File: config.mk
export PLATFORM = sky130hd
export DESIGN_NAME = lpcc_ctrl
export DESIGN_NICKNAME = d
export VERILOG_FILES = /design/src/lpcc_pkg.sv /design/src/lpcc_ctrl.sv /design/src/lpcc_wmask.sv
export SDC_FILE = /design/constraint.sdc
export NUM_CORES = 1
export LEC_CHECK = 0
export BUFFER_PORTS_ARGS = -buffer_cell sky130_fd_sc_hd__buf_2
export CAP_MARGIN = 20
export CORE_MARGIN = 1
export CORE_UTILIZATION = 35
export DETAILED_ROUTE_END_ITERATION = 10
export PLACE_DENSITY = 0.7
export SKIP_LAST_GASP = 1
export SLEW_MARGIN = 20
export SYNTH_ARGS = -nofsm -noshare
export SYNTH_HDL_FRONTEND = slang
export SYNTH_SLANG_ARGS = --single-unit
File: constraint.sdc
create_clock -name ref_clk_i -period 3.95 [get_ports ref_clk_i]
set_clock_uncertainty 0.05 [all_clocks]
set_input_delay 0.5925 -clock ref_clk_i [delete_from_list [all_inputs] [get_ports ref_clk_i]]
set_output_delay 0.5925 -clock ref_clk_i [all_outputs]
set_load 0.01 [all_outputs]
File: src/lpcc_pkg.sv
/*
  Package of the command and control input stage: pin groups, command
  codes, power states and field positions.
  Assumes one system clock ref_clk_i that stands in for the crossing of
  the differential input clock.
*/
// What this block does
// - Address and control inputs are captured only where the true clock rises.
// - Read and write data move on both clock crossings, two per cycle; here write data only, at most one word per ref_clk_i cycle.
// - Clock gate high keeps clocks, buffers, drivers on; low turns them off.
// - Gate low with all banks idle enters precharge power-down or self refresh.
// - Gate low with any row open enters active power-down.
// - Clock gate is registered, except self refresh exit which reacts at once.
// - In power-down and self refresh only the clock gate input is observed.
// - Commands are decoded only when chip select is sampled low.
// - Command code is select plus row, column and write strobes together.
// - Write bytes whose mask is high are discarded, storage unchanged.
// - Write mask is sampled on both strobe edges like write data.
// - Mask is input only; two lines for 16-bit, four for 32-bit.
// - Second die uses second gate and select; single die uses the first.
// - Two bank select bits pick bank, or mode register for load-mode.
// - Address bit ten requests auto precharge, or precharge of all banks.
// - Device drives strobe edge aligned on reads; controller centres it.
package lpcc_pkg;

  localparam int ADDR_W       = 14;
  localparam int AP_BIT       = 10;
  localparam int NUM_BANKS    = 4;
  localparam int BANK_W       = 2;

  // Command code {select_n, row_n, col_n, we_n}
  localparam logic [3:0] CMD_LMR  = 4'h0;
  localparam logic [3:0] CMD_REF  = 4'h1;
  localparam logic [3:0] CMD_PRE  = 4'h2;
  localparam logic [3:0] CMD_ACT  = 4'h3;
  localparam logic [3:0] CMD_WR   = 4'h4;
  localparam logic [3:0] CMD_RD   = 4'h5;
  localparam logic [3:0] CMD_BST  = 4'h6;
  localparam logic [3:0] CMD_NOP  = 4'h7;

  typedef enum logic [2:0] {
    LPCC_IDLE,
    LPCC_ACTIVE,
    LPCC_PRE_PD,
    LPCC_ACT_PD,
    LPCC_SELF_REF
  } lpcc_pwr_e;

  typedef struct packed {
    logic              die0_clock_gate;
    logic              die0_select_n;
    logic              row_strobe_n;
    logic              col_strobe_n;
    logic              write_strobe_n;
    logic              bank_select_hi;
    logic              bank_select_lo;
    logic [ADDR_W-1:0] addr;
  } lpcc_cmd_pins_s;

  typedef struct packed {
    logic              valid;
    logic [3:0]        code;
    logic [BANK_W-1:0] bank;
    logic [ADDR_W-1:0] addr;
    logic              auto_precharge_bit;
  } lpcc_cmd_s;

endpackage : lpcc_pkg

File: src/lpcc_ctrl.sv
/*
  Command and control input stage: gates inputs with the clock gate,
  decodes commands under chip select, tracks open rows and power state,
  and feeds the write mask stage.
  Holds one open-row flag per bank, the registered clock gate and the
  power state, and registers each accepted command for one cycle.
  Self refresh exit follows the gate level itself, so the internal
  clocks restart in the same cycle as the gate rises.
  Assumes ref_clk_i marks the rising crossing of the input clock pair;
  strobe edges arrive as synchronous flags.
  Assumes every pin is already synchronous to ref_clk_i and that the
  controller keeps the gate high for two cycles after power-down before
  it gives the next command.
*/
`timescale 1ns/10ps
module lpcc_ctrl #(
  parameter int LANES  = 2,
  parameter bit DUAL_DIE = 1'b0
) (
  input  wire logic                    ref_clk_i,
  input  wire logic                    rst_i,
  input  wire lpcc_pkg::lpcc_cmd_pins_s pins_i,
  input  wire logic                    die1_clock_gate_i,
  input  wire logic                    die1_select_n_i,
  input  wire logic                    strobe_rise_i,
  input  wire logic                    strobe_fall_i,
  input  wire logic [8*LANES-1:0]      wdata_i,
  input  wire logic [LANES-1:0]        write_byte_mask_i,
  input  wire logic                    wr_burst_i,
  output lpcc_pkg::lpcc_cmd_s          cmd_o,
  output lpcc_pkg::lpcc_pwr_e          pwr_state_o,
  output logic                         clocks_on_o,
  output logic                         drivers_on_o,
  output logic [8*LANES-1:0]           wdata_o,
  output logic [LANES-1:0]             byte_we_o,
  output logic                         wvalid_o
);
  import lpcc_pkg::*;

  lpcc_pwr_e              state;
  lpcc_pwr_e              next_state;
  lpcc_cmd_s              cmd;
  lpcc_cmd_s              next_cmd;
  logic [NUM_BANKS-1:0]   open_rows;
  logic [NUM_BANKS-1:0]   next_open_rows;
  logic                   gate_q;
  logic                   next_gate;
  logic                   gate_pin;
  logic                   sel_n_pin;
  logic [3:0]             code;
  logic [BANK_W-1:0]      bank;
  logic                   powered_down;
  logic                   sr_exit;
  logic                   running;
  logic                   take;
  logic                   ap;
  logic                   is_act;
  logic                   is_pre;
  logic                   is_rw;
  logic [NUM_BANKS-1:0]   bank_hot;

  function automatic logic [NUM_BANKS-1:0] bank_dec(
    input logic [BANK_W-1:0] b
  );
    bank_dec = '0;
    bank_dec[b] = 1'b1;
  endfunction : bank_dec

  // Die selection for a stacked part
  assign gate_pin  = DUAL_DIE ? die1_clock_gate_i
                              : pins_i.die0_clock_gate;
  assign sel_n_pin = DUAL_DIE ? die1_select_n_i : pins_i.die0_select_n;

  assign code = {sel_n_pin, pins_i.row_strobe_n,
                 pins_i.col_strobe_n, pins_i.write_strobe_n};
  assign bank = {pins_i.bank_select_hi, pins_i.bank_select_lo};

  assign powered_down = (state == LPCC_PRE_PD) || (state == LPCC_ACT_PD)
                        || (state == LPCC_SELF_REF);
  // Self refresh leaves on the gate level itself, not the registered copy
  assign sr_exit = (state == LPCC_SELF_REF) && gate_pin;
  assign running = (state == LPCC_IDLE) || (state == LPCC_ACTIVE);

  // Command decode, only while awake, gated on and selected
  assign take     = running && gate_pin && !sel_n_pin;
  assign ap       = pins_i.addr[AP_BIT];
  assign is_act   = take && (code == CMD_ACT);
  assign is_pre   = take && (code == CMD_PRE);
  assign is_rw    = take && ((code == CMD_RD) || (code == CMD_WR));
  assign bank_hot = bank_dec(bank);

  // Open row of each bank
  generate
    for (genvar g = 0; g < NUM_BANKS; g++)
    begin : g_bank
      logic row_open;
      logic next_row_open;

      always_comb
      begin
        next_row_open = row_open;
        if (is_act && bank_hot[g])
          next_row_open = 1'b1;
        else if (is_pre && (ap || bank_hot[g]))
          next_row_open = 1'b0;
        else if (is_rw && ap && bank_hot[g])
          next_row_open = 1'b0;
      end

      always_ff @(posedge ref_clk_i)
      begin
        if (rst_i)
          row_open <= 1'b0;
        else
          row_open <= next_row_open;
      end

      assign open_rows[g]      = row_open;
      assign next_open_rows[g] = next_row_open;
    end
  endgenerate

  // Command capture
  always_comb
  begin
    next_cmd      = '0;
    next_cmd.code = CMD_NOP;
    if (take)
    begin
      next_cmd.valid = 1'b1;
      next_cmd.code  = code;
      next_cmd.bank  = bank;
      next_cmd.addr  = pins_i.addr;
      next_cmd.auto_precharge_bit = ap;
    end
  end

  always_ff @(posedge ref_clk_i)
  begin
    if (rst_i)
      cmd <= '0;
    else
      cmd <= next_cmd;
  end

  // Power state and registered clock gate
  always_comb
  begin
    next_gate  = gate_pin;
    next_state = state;
    case (state)
      LPCC_IDLE, LPCC_ACTIVE:
      begin
        if (!gate_pin)
        begin
          if (open_rows != '0)
            next_state = LPCC_ACT_PD;
          else if (code == CMD_REF)
            next_state = LPCC_SELF_REF;
          else
            next_state = LPCC_PRE_PD;
        end
        else if (next_open_rows != '0)
          next_state = LPCC_ACTIVE;
        else
          next_state = LPCC_IDLE;
      end
      LPCC_PRE_PD:
      begin
        if (gate_q)
          next_state = LPCC_IDLE;
      end
      LPCC_ACT_PD:
      begin
        if (gate_q)
          next_state = LPCC_ACTIVE;
      end
      LPCC_SELF_REF:
      begin
        if (sr_exit)
          next_state = LPCC_IDLE;
      end
      default:
        next_state = LPCC_IDLE;
    endcase
  end

  always_ff @(posedge ref_clk_i)
  begin
    if (rst_i)
    begin
      state  <= LPCC_IDLE;
      gate_q <= 1'b0;
    end
    else
    begin
      state  <= next_state;
      gate_q <= next_gate;
    end
  end

  assign cmd_o        = cmd;
  assign pwr_state_o  = state;
  assign clocks_on_o  = !powered_down || sr_exit;
  assign drivers_on_o = !powered_down;

  lpcc_wmask #(
    .LANES(LANES)
  ) u_wmask (
    .ref_clk_i         (ref_clk_i),
    .rst_i             (rst_i),
    .wr_active_i       (wr_burst_i && !powered_down),
    .strobe_rise_i     (strobe_rise_i),
    .strobe_fall_i     (strobe_fall_i),
    .wdata_i           (wdata_i),
    .write_byte_mask_i (write_byte_mask_i),
    .wdata_o           (wdata_o),
    .byte_we_o         (byte_we_o),
    .wvalid_o          (wvalid_o)
  );

endmodule : lpcc_ctrl

File: src/lpcc_wmask.sv
/*
  Write data mask stage: captures data and mask on both data strobe
  edges and forms per-byte write enables.
  Assumes strobe edge flags are already synchronous to ref_clk_i.
*/
`timescale 1ns/10ps
module lpcc_wmask #(
  parameter int LANES = 2
) (
  input  wire logic                 ref_clk_i,
  input  wire logic                 rst_i,
  input  wire logic                 wr_active_i,
  input  wire logic                 strobe_rise_i,
  input  wire logic                 strobe_fall_i,
  input  wire logic [8*LANES-1:0]   wdata_i,
  input  wire logic [LANES-1:0]     write_byte_mask_i,
  output logic      [8*LANES-1:0]   wdata_o,
  output logic      [LANES-1:0]     byte_we_o,
  output logic                      wvalid_o
);
  import lpcc_pkg::*;

  logic [8*LANES-1:0] data_q;
  logic [8*LANES-1:0] next_data;
  logic [LANES-1:0]   we_q;
  logic [LANES-1:0]   next_we;
  logic               valid_q;
  logic               next_valid;

  always_comb
  begin
    next_data  = data_q;
    next_we    = '0;
    next_valid = 1'b0;
    if (wr_active_i && (strobe_rise_i || strobe_fall_i))
    begin
      next_data  = wdata_i;
      next_we    = ~write_byte_mask_i;
      next_valid = 1'b1;
    end
  end

  always_ff @(posedge ref_clk_i)
  begin
    if (rst_i)
    begin
      data_q  <= '0;
      we_q    <= '0;
      valid_q <= 1'b0;
    end
    else
    begin
      data_q  <= next_data;
      we_q    <= next_we;
      valid_q <= next_valid;
    end
  end

  assign wdata_o   = data_q;
  assign byte_we_o = we_q;
  assign wvalid_o  = valid_q;

endmodule : lpcc_wmask

# Word-level counts from Yosys, hierarchy flattened
# Index checks and enable logic that the tools add are counted.
# totals
ff_bits	49
latch_bits	0
ram_bits	0
rom_bits	0
inputBits	46
out_inout_bits	46
word_cells	97
mem_count	0
# op_classes
add_sub_neg	0
mul	0
div	0
n_lt_le_gt_ge	2
n_eq_ne	12
n_shift	0
mux	24
n_bitwise	3
reduce_logical	41
# ops
cell	n
$logic_and 1x1->1	22
$mux 22	1
$mux 3	6
$mux 1	15
$pmux 3 s4	1
$logic_or 1x1->1	10
$eq 4x2->1 const B	2
$eq 4x3->1 const B	2
$reduce_bool 4->1	2
$eq 3x2->1 const B	2
$ne 2x2->1 const B	3
$reduce_or 2->1	3
$eq 4x1->1 const B	1
$eq 3x1->1 const B	1
$eq 3x3->1 const B	1
$logic_not 3->1	1
$lt 2x3->1 const B	1
$reduce_and 3->1	1
$demux 1 s2	1
$ge 2x1->1 const B	1
$logic_not 1->1	2
$not 1->1	2
$not 2->2	1

# Logic depth before layout (Yosys ltp)
# logic_depth
ltp_word	14
depth_mapped	8
mapped_depth_nobuf	6

# By module
# A second synthesis with hierarchy kept.
# hier_totals
cells_unflattened	189
hier_area_um2	1871.8
# by_module_without_submodules
module	instances	cells_per_inst	area_per_inst_um2	seq_area_each_um2
lpcc_ctrl	1	112	1062.3	580.6
lpcc_wmask	1	77	809.5	380.4

# Worst setup path after synthesis
# No wires, ideal clock.
# synth_timing
kind	input port to flip-flop
from	input pins_i[19] (netlist bit)
to	register state[0], in the netlist pwr_state_o[0]
setup_ps	130
arrival_ps	2020
t_required_ps	3770
path_slack_ps	1750
cell_stages	7
n_path_buf	1
cell_sequence	or4b_4 -> buf_6 -> nor4b_4 -> a21oi_2 -> a211oi_2 -> a41o_1 -> o211ai_1
# synth_via
elab_chain_len	12
elab_cells_between_ends	39
cone_classes	4 x eq/ne; 15 x mux; 20 x reduce/logical
# synth_rtl
item	line_no	text
from (decl)	lpcc_ctrl.sv:22	input wire lpcc_pkg::lpcc_cmd_pins_s pins_i,
$eq 4x3->1 or $logic_not 1->1 (tied branches)	lpcc_ctrl.sv:89, lpcc_ctrl.sv:85	
$logic_or 1x1->1 or $logic_and 1x1->1 (tied branches)	lpcc_ctrl.sv:89, lpcc_ctrl.sv:85	
$logic_and 1x1->1	lpcc_ctrl.sv:89	assign is_rw = take && ((code == CMD_RD) || (code == CMD_WR));
$logic_and 1x1->1 (2 in a row)	lpcc_ctrl.sv:106	else if (is_rw && ap && bank_hot[g])
$mux 1	lpcc_ctrl.sv:106	
$mux 1	lpcc_ctrl.sv:104	else if (is_pre && (ap || bank_hot[g]))
$mux 1	lpcc_ctrl.sv:102	if (is_act && bank_hot[g])
$reduce_bool 4->1 *	lpcc_ctrl.sv:163	else if (next_open_rows != '0)
$mux 1 *	lpcc_ctrl.sv:163	
$mux 3 *	lpcc_ctrl.sv:154	if (!gate_pin)
$pmux 3 s4 *	lpcc_ctrl.sv:151	case (state)
to (signal assigned)	lpcc_ctrl.sv:197	state <= next_state;
to (decl)	lpcc_ctrl.sv:40	lpcc_pwr_e state;
# Every way passes the cells marked *; elsewhere a longest branch is shown, timed or not.
# A chain may end at the register's enable or synchronous reset.

# Worst setup path after layout
# layout_timing
from	register state[1], in the netlist pwr_state_o[1]
to	register state[0], in the netlist pwr_state_o[0]
# layout_via
elab_chain_len	14
elab_cells_between_ends	46
cone_classes	7 x eq/ne; 15 x mux; 24 x reduce/logical
# layout_rtl
item	line_no	text
$eq 3x1->1 or $logic_not 3->1 (tied branches)	lpcc_ctrl.sv:82, lpcc_ctrl.sv:151	
$logic_or 1x1->1	lpcc_ctrl.sv:82	assign running = (state == LPCC_IDLE) || (state == LPCC_ACTIVE);
$logic_and 1x1->1 (2 in a row)	lpcc_ctrl.sv:85	assign take = running && gate_pin && !sel_n_pin;
$logic_and 1x1->1	lpcc_ctrl.sv:89	
$logic_and 1x1->1 (2 in a row)	lpcc_ctrl.sv:106	
$mux 1	lpcc_ctrl.sv:106	
$mux 1	lpcc_ctrl.sv:104	
$mux 1	lpcc_ctrl.sv:102	
$reduce_bool 4->1	lpcc_ctrl.sv:163	
$mux 1	lpcc_ctrl.sv:163	
$mux 3	lpcc_ctrl.sv:154	
$pmux 3 s4	lpcc_ctrl.sv:151	
# Several ways; a longest one is shown, not always the timed one.

==> out/qor.txt <==
GR Util All Layers -> 13.8%
Initial antenna violation count -> 0
Static leakage -> 1.13 nW
Cell taking the most area after synthesis -> dfxtp_1
# diodes -> 0
Total power -> 0.978 mW
Final Setup Violations -> 0
Yosys Warn Count -> 0
Die height -> 72.5 microns
Num Clock Sinks -> 48
Kind of critical path -> register to register
HPWL Detailed -> 2530 microns
Worst min-delay path class -> input port to register
Number of remaining DRC errors -> 0
Register area share after synthesis -> 55.2%
Worst skew pair latency -> 300 ps
Part of the cycle the worst path needs -> 54.6%
Crit-path cells -> or4b_4 -> nor4b_4 -> a21oi_2 -> a211oi_2 -> a41o_1 -> o211ai_1
Yosys reg bits -> 48
Final min period -> 2160 ps
Final GP Congestion -> 0.847
Max FO, Critical Path -> 10
Layout cells sized above 1 -> 40.2%
Root Buffer -> clkbuf_8
FILL cells -> 483
Synth-to-layout area growth -> 33.6%
Core Region -> 4750 sq um
Reg2Reg Setup Slack -> 1790 ps
Instance count on the critical path -> 6
Max incr delay on CP -> 640 ps
Xor-xnor portion of the synthesized cell area -> 0%
Via Count -> 1,418
Num CTS Buffers -> 5
FP Rows -> 25
Most common cell after layout, fill and taps aside -> buf_2
Startpoint types -> register
CTS tree -> done
Synth Area per Inst -> 10.4 sq um
Post-CTS sizing -> 0
Ports -> 92
Total Nets Final -> 301
Die Area -> 5260 sq um
Leading post-synthesis cells by cell area -> dfxtp_1 55%, mux2i_1 9.2%, nor2_1 6.5%
CP Capture Type -> register
Port bufs -> 89
Mapped Area -> 1740 sq um
Top Family by Delay on Critical Path -> simple AND/OR/NAND/NOR gates
Clock Path Buffers -> 2
Worst EP arrival -> 2290 ps
Largest family of logic cells by synthesized area -> simple AND/OR/NAND/NOR gates
DR WL/cell -> 10.8 microns
Post-CTS setup buffers -> 0
Post-synthesis mux area share -> 9.20%
CP max stage cell -> or4b_4
RSZ-0062 raised after global routing -> no
Die W -> 72.5 microns
Post-Synth Adder-Cell Area -> 0%
Max_cap viols -> 0
Synth Area in Compound Gates -> 7.55%
Clock transition at path regs -> 90 ps
P per Cell Area -> 420 nW/um^2
Status -> finished clean
Initial Util -> 36.6%
Req. time, crit path -> 4080 ps
Post-synth top area share -> 55.2%
Hold_ws -> 388 ps
Final count of hold timing violations -> 0
Max-slew violations -> 0
Largest net degree at the start of global routing -> 31
Syn nets -> 214
Hold Path Stages -> 2
Post-CTS Hold Fix Bufs -> 0
Post-synthesis cell count -> 168
Critical path buffer and inverter count -> 0
DR iter-0 viols -> 33
Post-DRT Antenna Nets -> 0
Max Clk Rate -> 0.464 GHz
Commonest non-fill, non-tap cells in the layout -> 89 x buf_2, 48 x dfxtp_1, 30 x nor2_1
Gr ovfl total -> 0
Total wire length -> 3490 microns
R2R depth -> 6
Simple-gate share of the synthesized area -> 24.7%
Avg Vias per Cell -> 4.39
Worst VDD drop -> 0.000173 V
Drt pass-1 iters -> 4
CTS H-tree depth -> 2
Normalized max-slew margin -> 45.5%
Worst slew pin tran -> 818 ps
Vias in the first global route -> 1,224
Synth unique cells -> 34
Fin Setup TNS -> 0 ps
First-pass GRT wire length -> 5610 microns
## area by class of cell
type / instances / area, sq um / share of cell area, %
clock inverters: 3 / 42.5 / 1.83
well taps: 67 / 83.8 / 3.60
multi-input cells: 111 / 724 / 31.1
repair buffers: 89 / 445 / 19.2
flip-flops and latches: 48 / 961 / 41.3
clock buffers: 5 / 68.8 / 2.96
## power by group
group | internal [mW] | switching, mW | total [mW]
Combinational | 0.0567 | 0.0588 | 0.115
Sequential | 0.505 | 0.00959 | 0.515
Clock | 0.187 | 0.160 | 0.347
Total | 0.749 | 0.228 | 0.978
## cell usage after synthesis
cell      count
nor3b_1       1
clkbuf_1      4
and3b_1       2
o211a_1       1
a211oi_2      1
o31a_1        1
nor4b_4       1
dfxtp_1      48
nor3_1        3
or4_1         2
buf_6         2
o221a_2       1
o21a_1        1
buf_2         2
mux2i_1      16
nor4b_1       1
nor3_2        1
conb_1        1
nand2b_1      5
nand3b_1      2
nand2_1       3
and2_1       16
nor2_1       30
a41o_1        1
nor2b_1       6
o21ai_0       4
a31oi_1       1
or4b_4        1
a21oi_1       4
buf_4         1
nand3_1       2
a21oi_2       1
o41ai_1       1
o211ai_1      1
## metrics by stage
step                      std cells  setup WS [ps]  instance area [sq um]  util (%)
after floorplan                 168           1750                   1740         -
after global placement          315           1550                   2210      46.6
after detailed placement        315           1520                   2210      46.6
after CTS                       323           1790                   2330      48.9
after global routing            323           1670                   2330      48.9
final                           323           1790                   2330      48.9
## registers in the layout, summed over array words and instances (netlist names)
name	cells
cmd_o	21
g_bank.row_open	4
gate_q	1
pwr_state_o	3
u_wmask.byte_we_o	2
u_wmask.wdata_o	16
u_wmask.wvalid_o	1
## path summary, 6_finish.rpt
path,to,startpoint
worst max register to register,pwr_state_o[0],pwr_state_o[1]
worst min-delay path,u_wmask.byte_we_o[1],write_byte_mask_i[1]
worst min register to register,u_wmask.wdata_o[11],u_wmask.wdata_o[11]
worst max-delay path,pwr_state_o[0],pwr_state_o[1]
## per-layer routing
layer | global-route usage, % | up-vias | part of all wire (%)
met2 | 23.3 | 49 | 48
met3 | 3.75 | 5 | 6.8
met1 | 15.9 | 629 | 43
li1 | - | 735 | -
met4 | 7.19 | 0 | 2.0
met5 | 0 | - | 0
## logic make-up after synthesis
logic type      Yosys count
simple gates             76
flops                    48
mux                      16
other cells               1
buf+inv                   9
compound gates           18
Note: power is estimated with default switching activity, not from simulation.
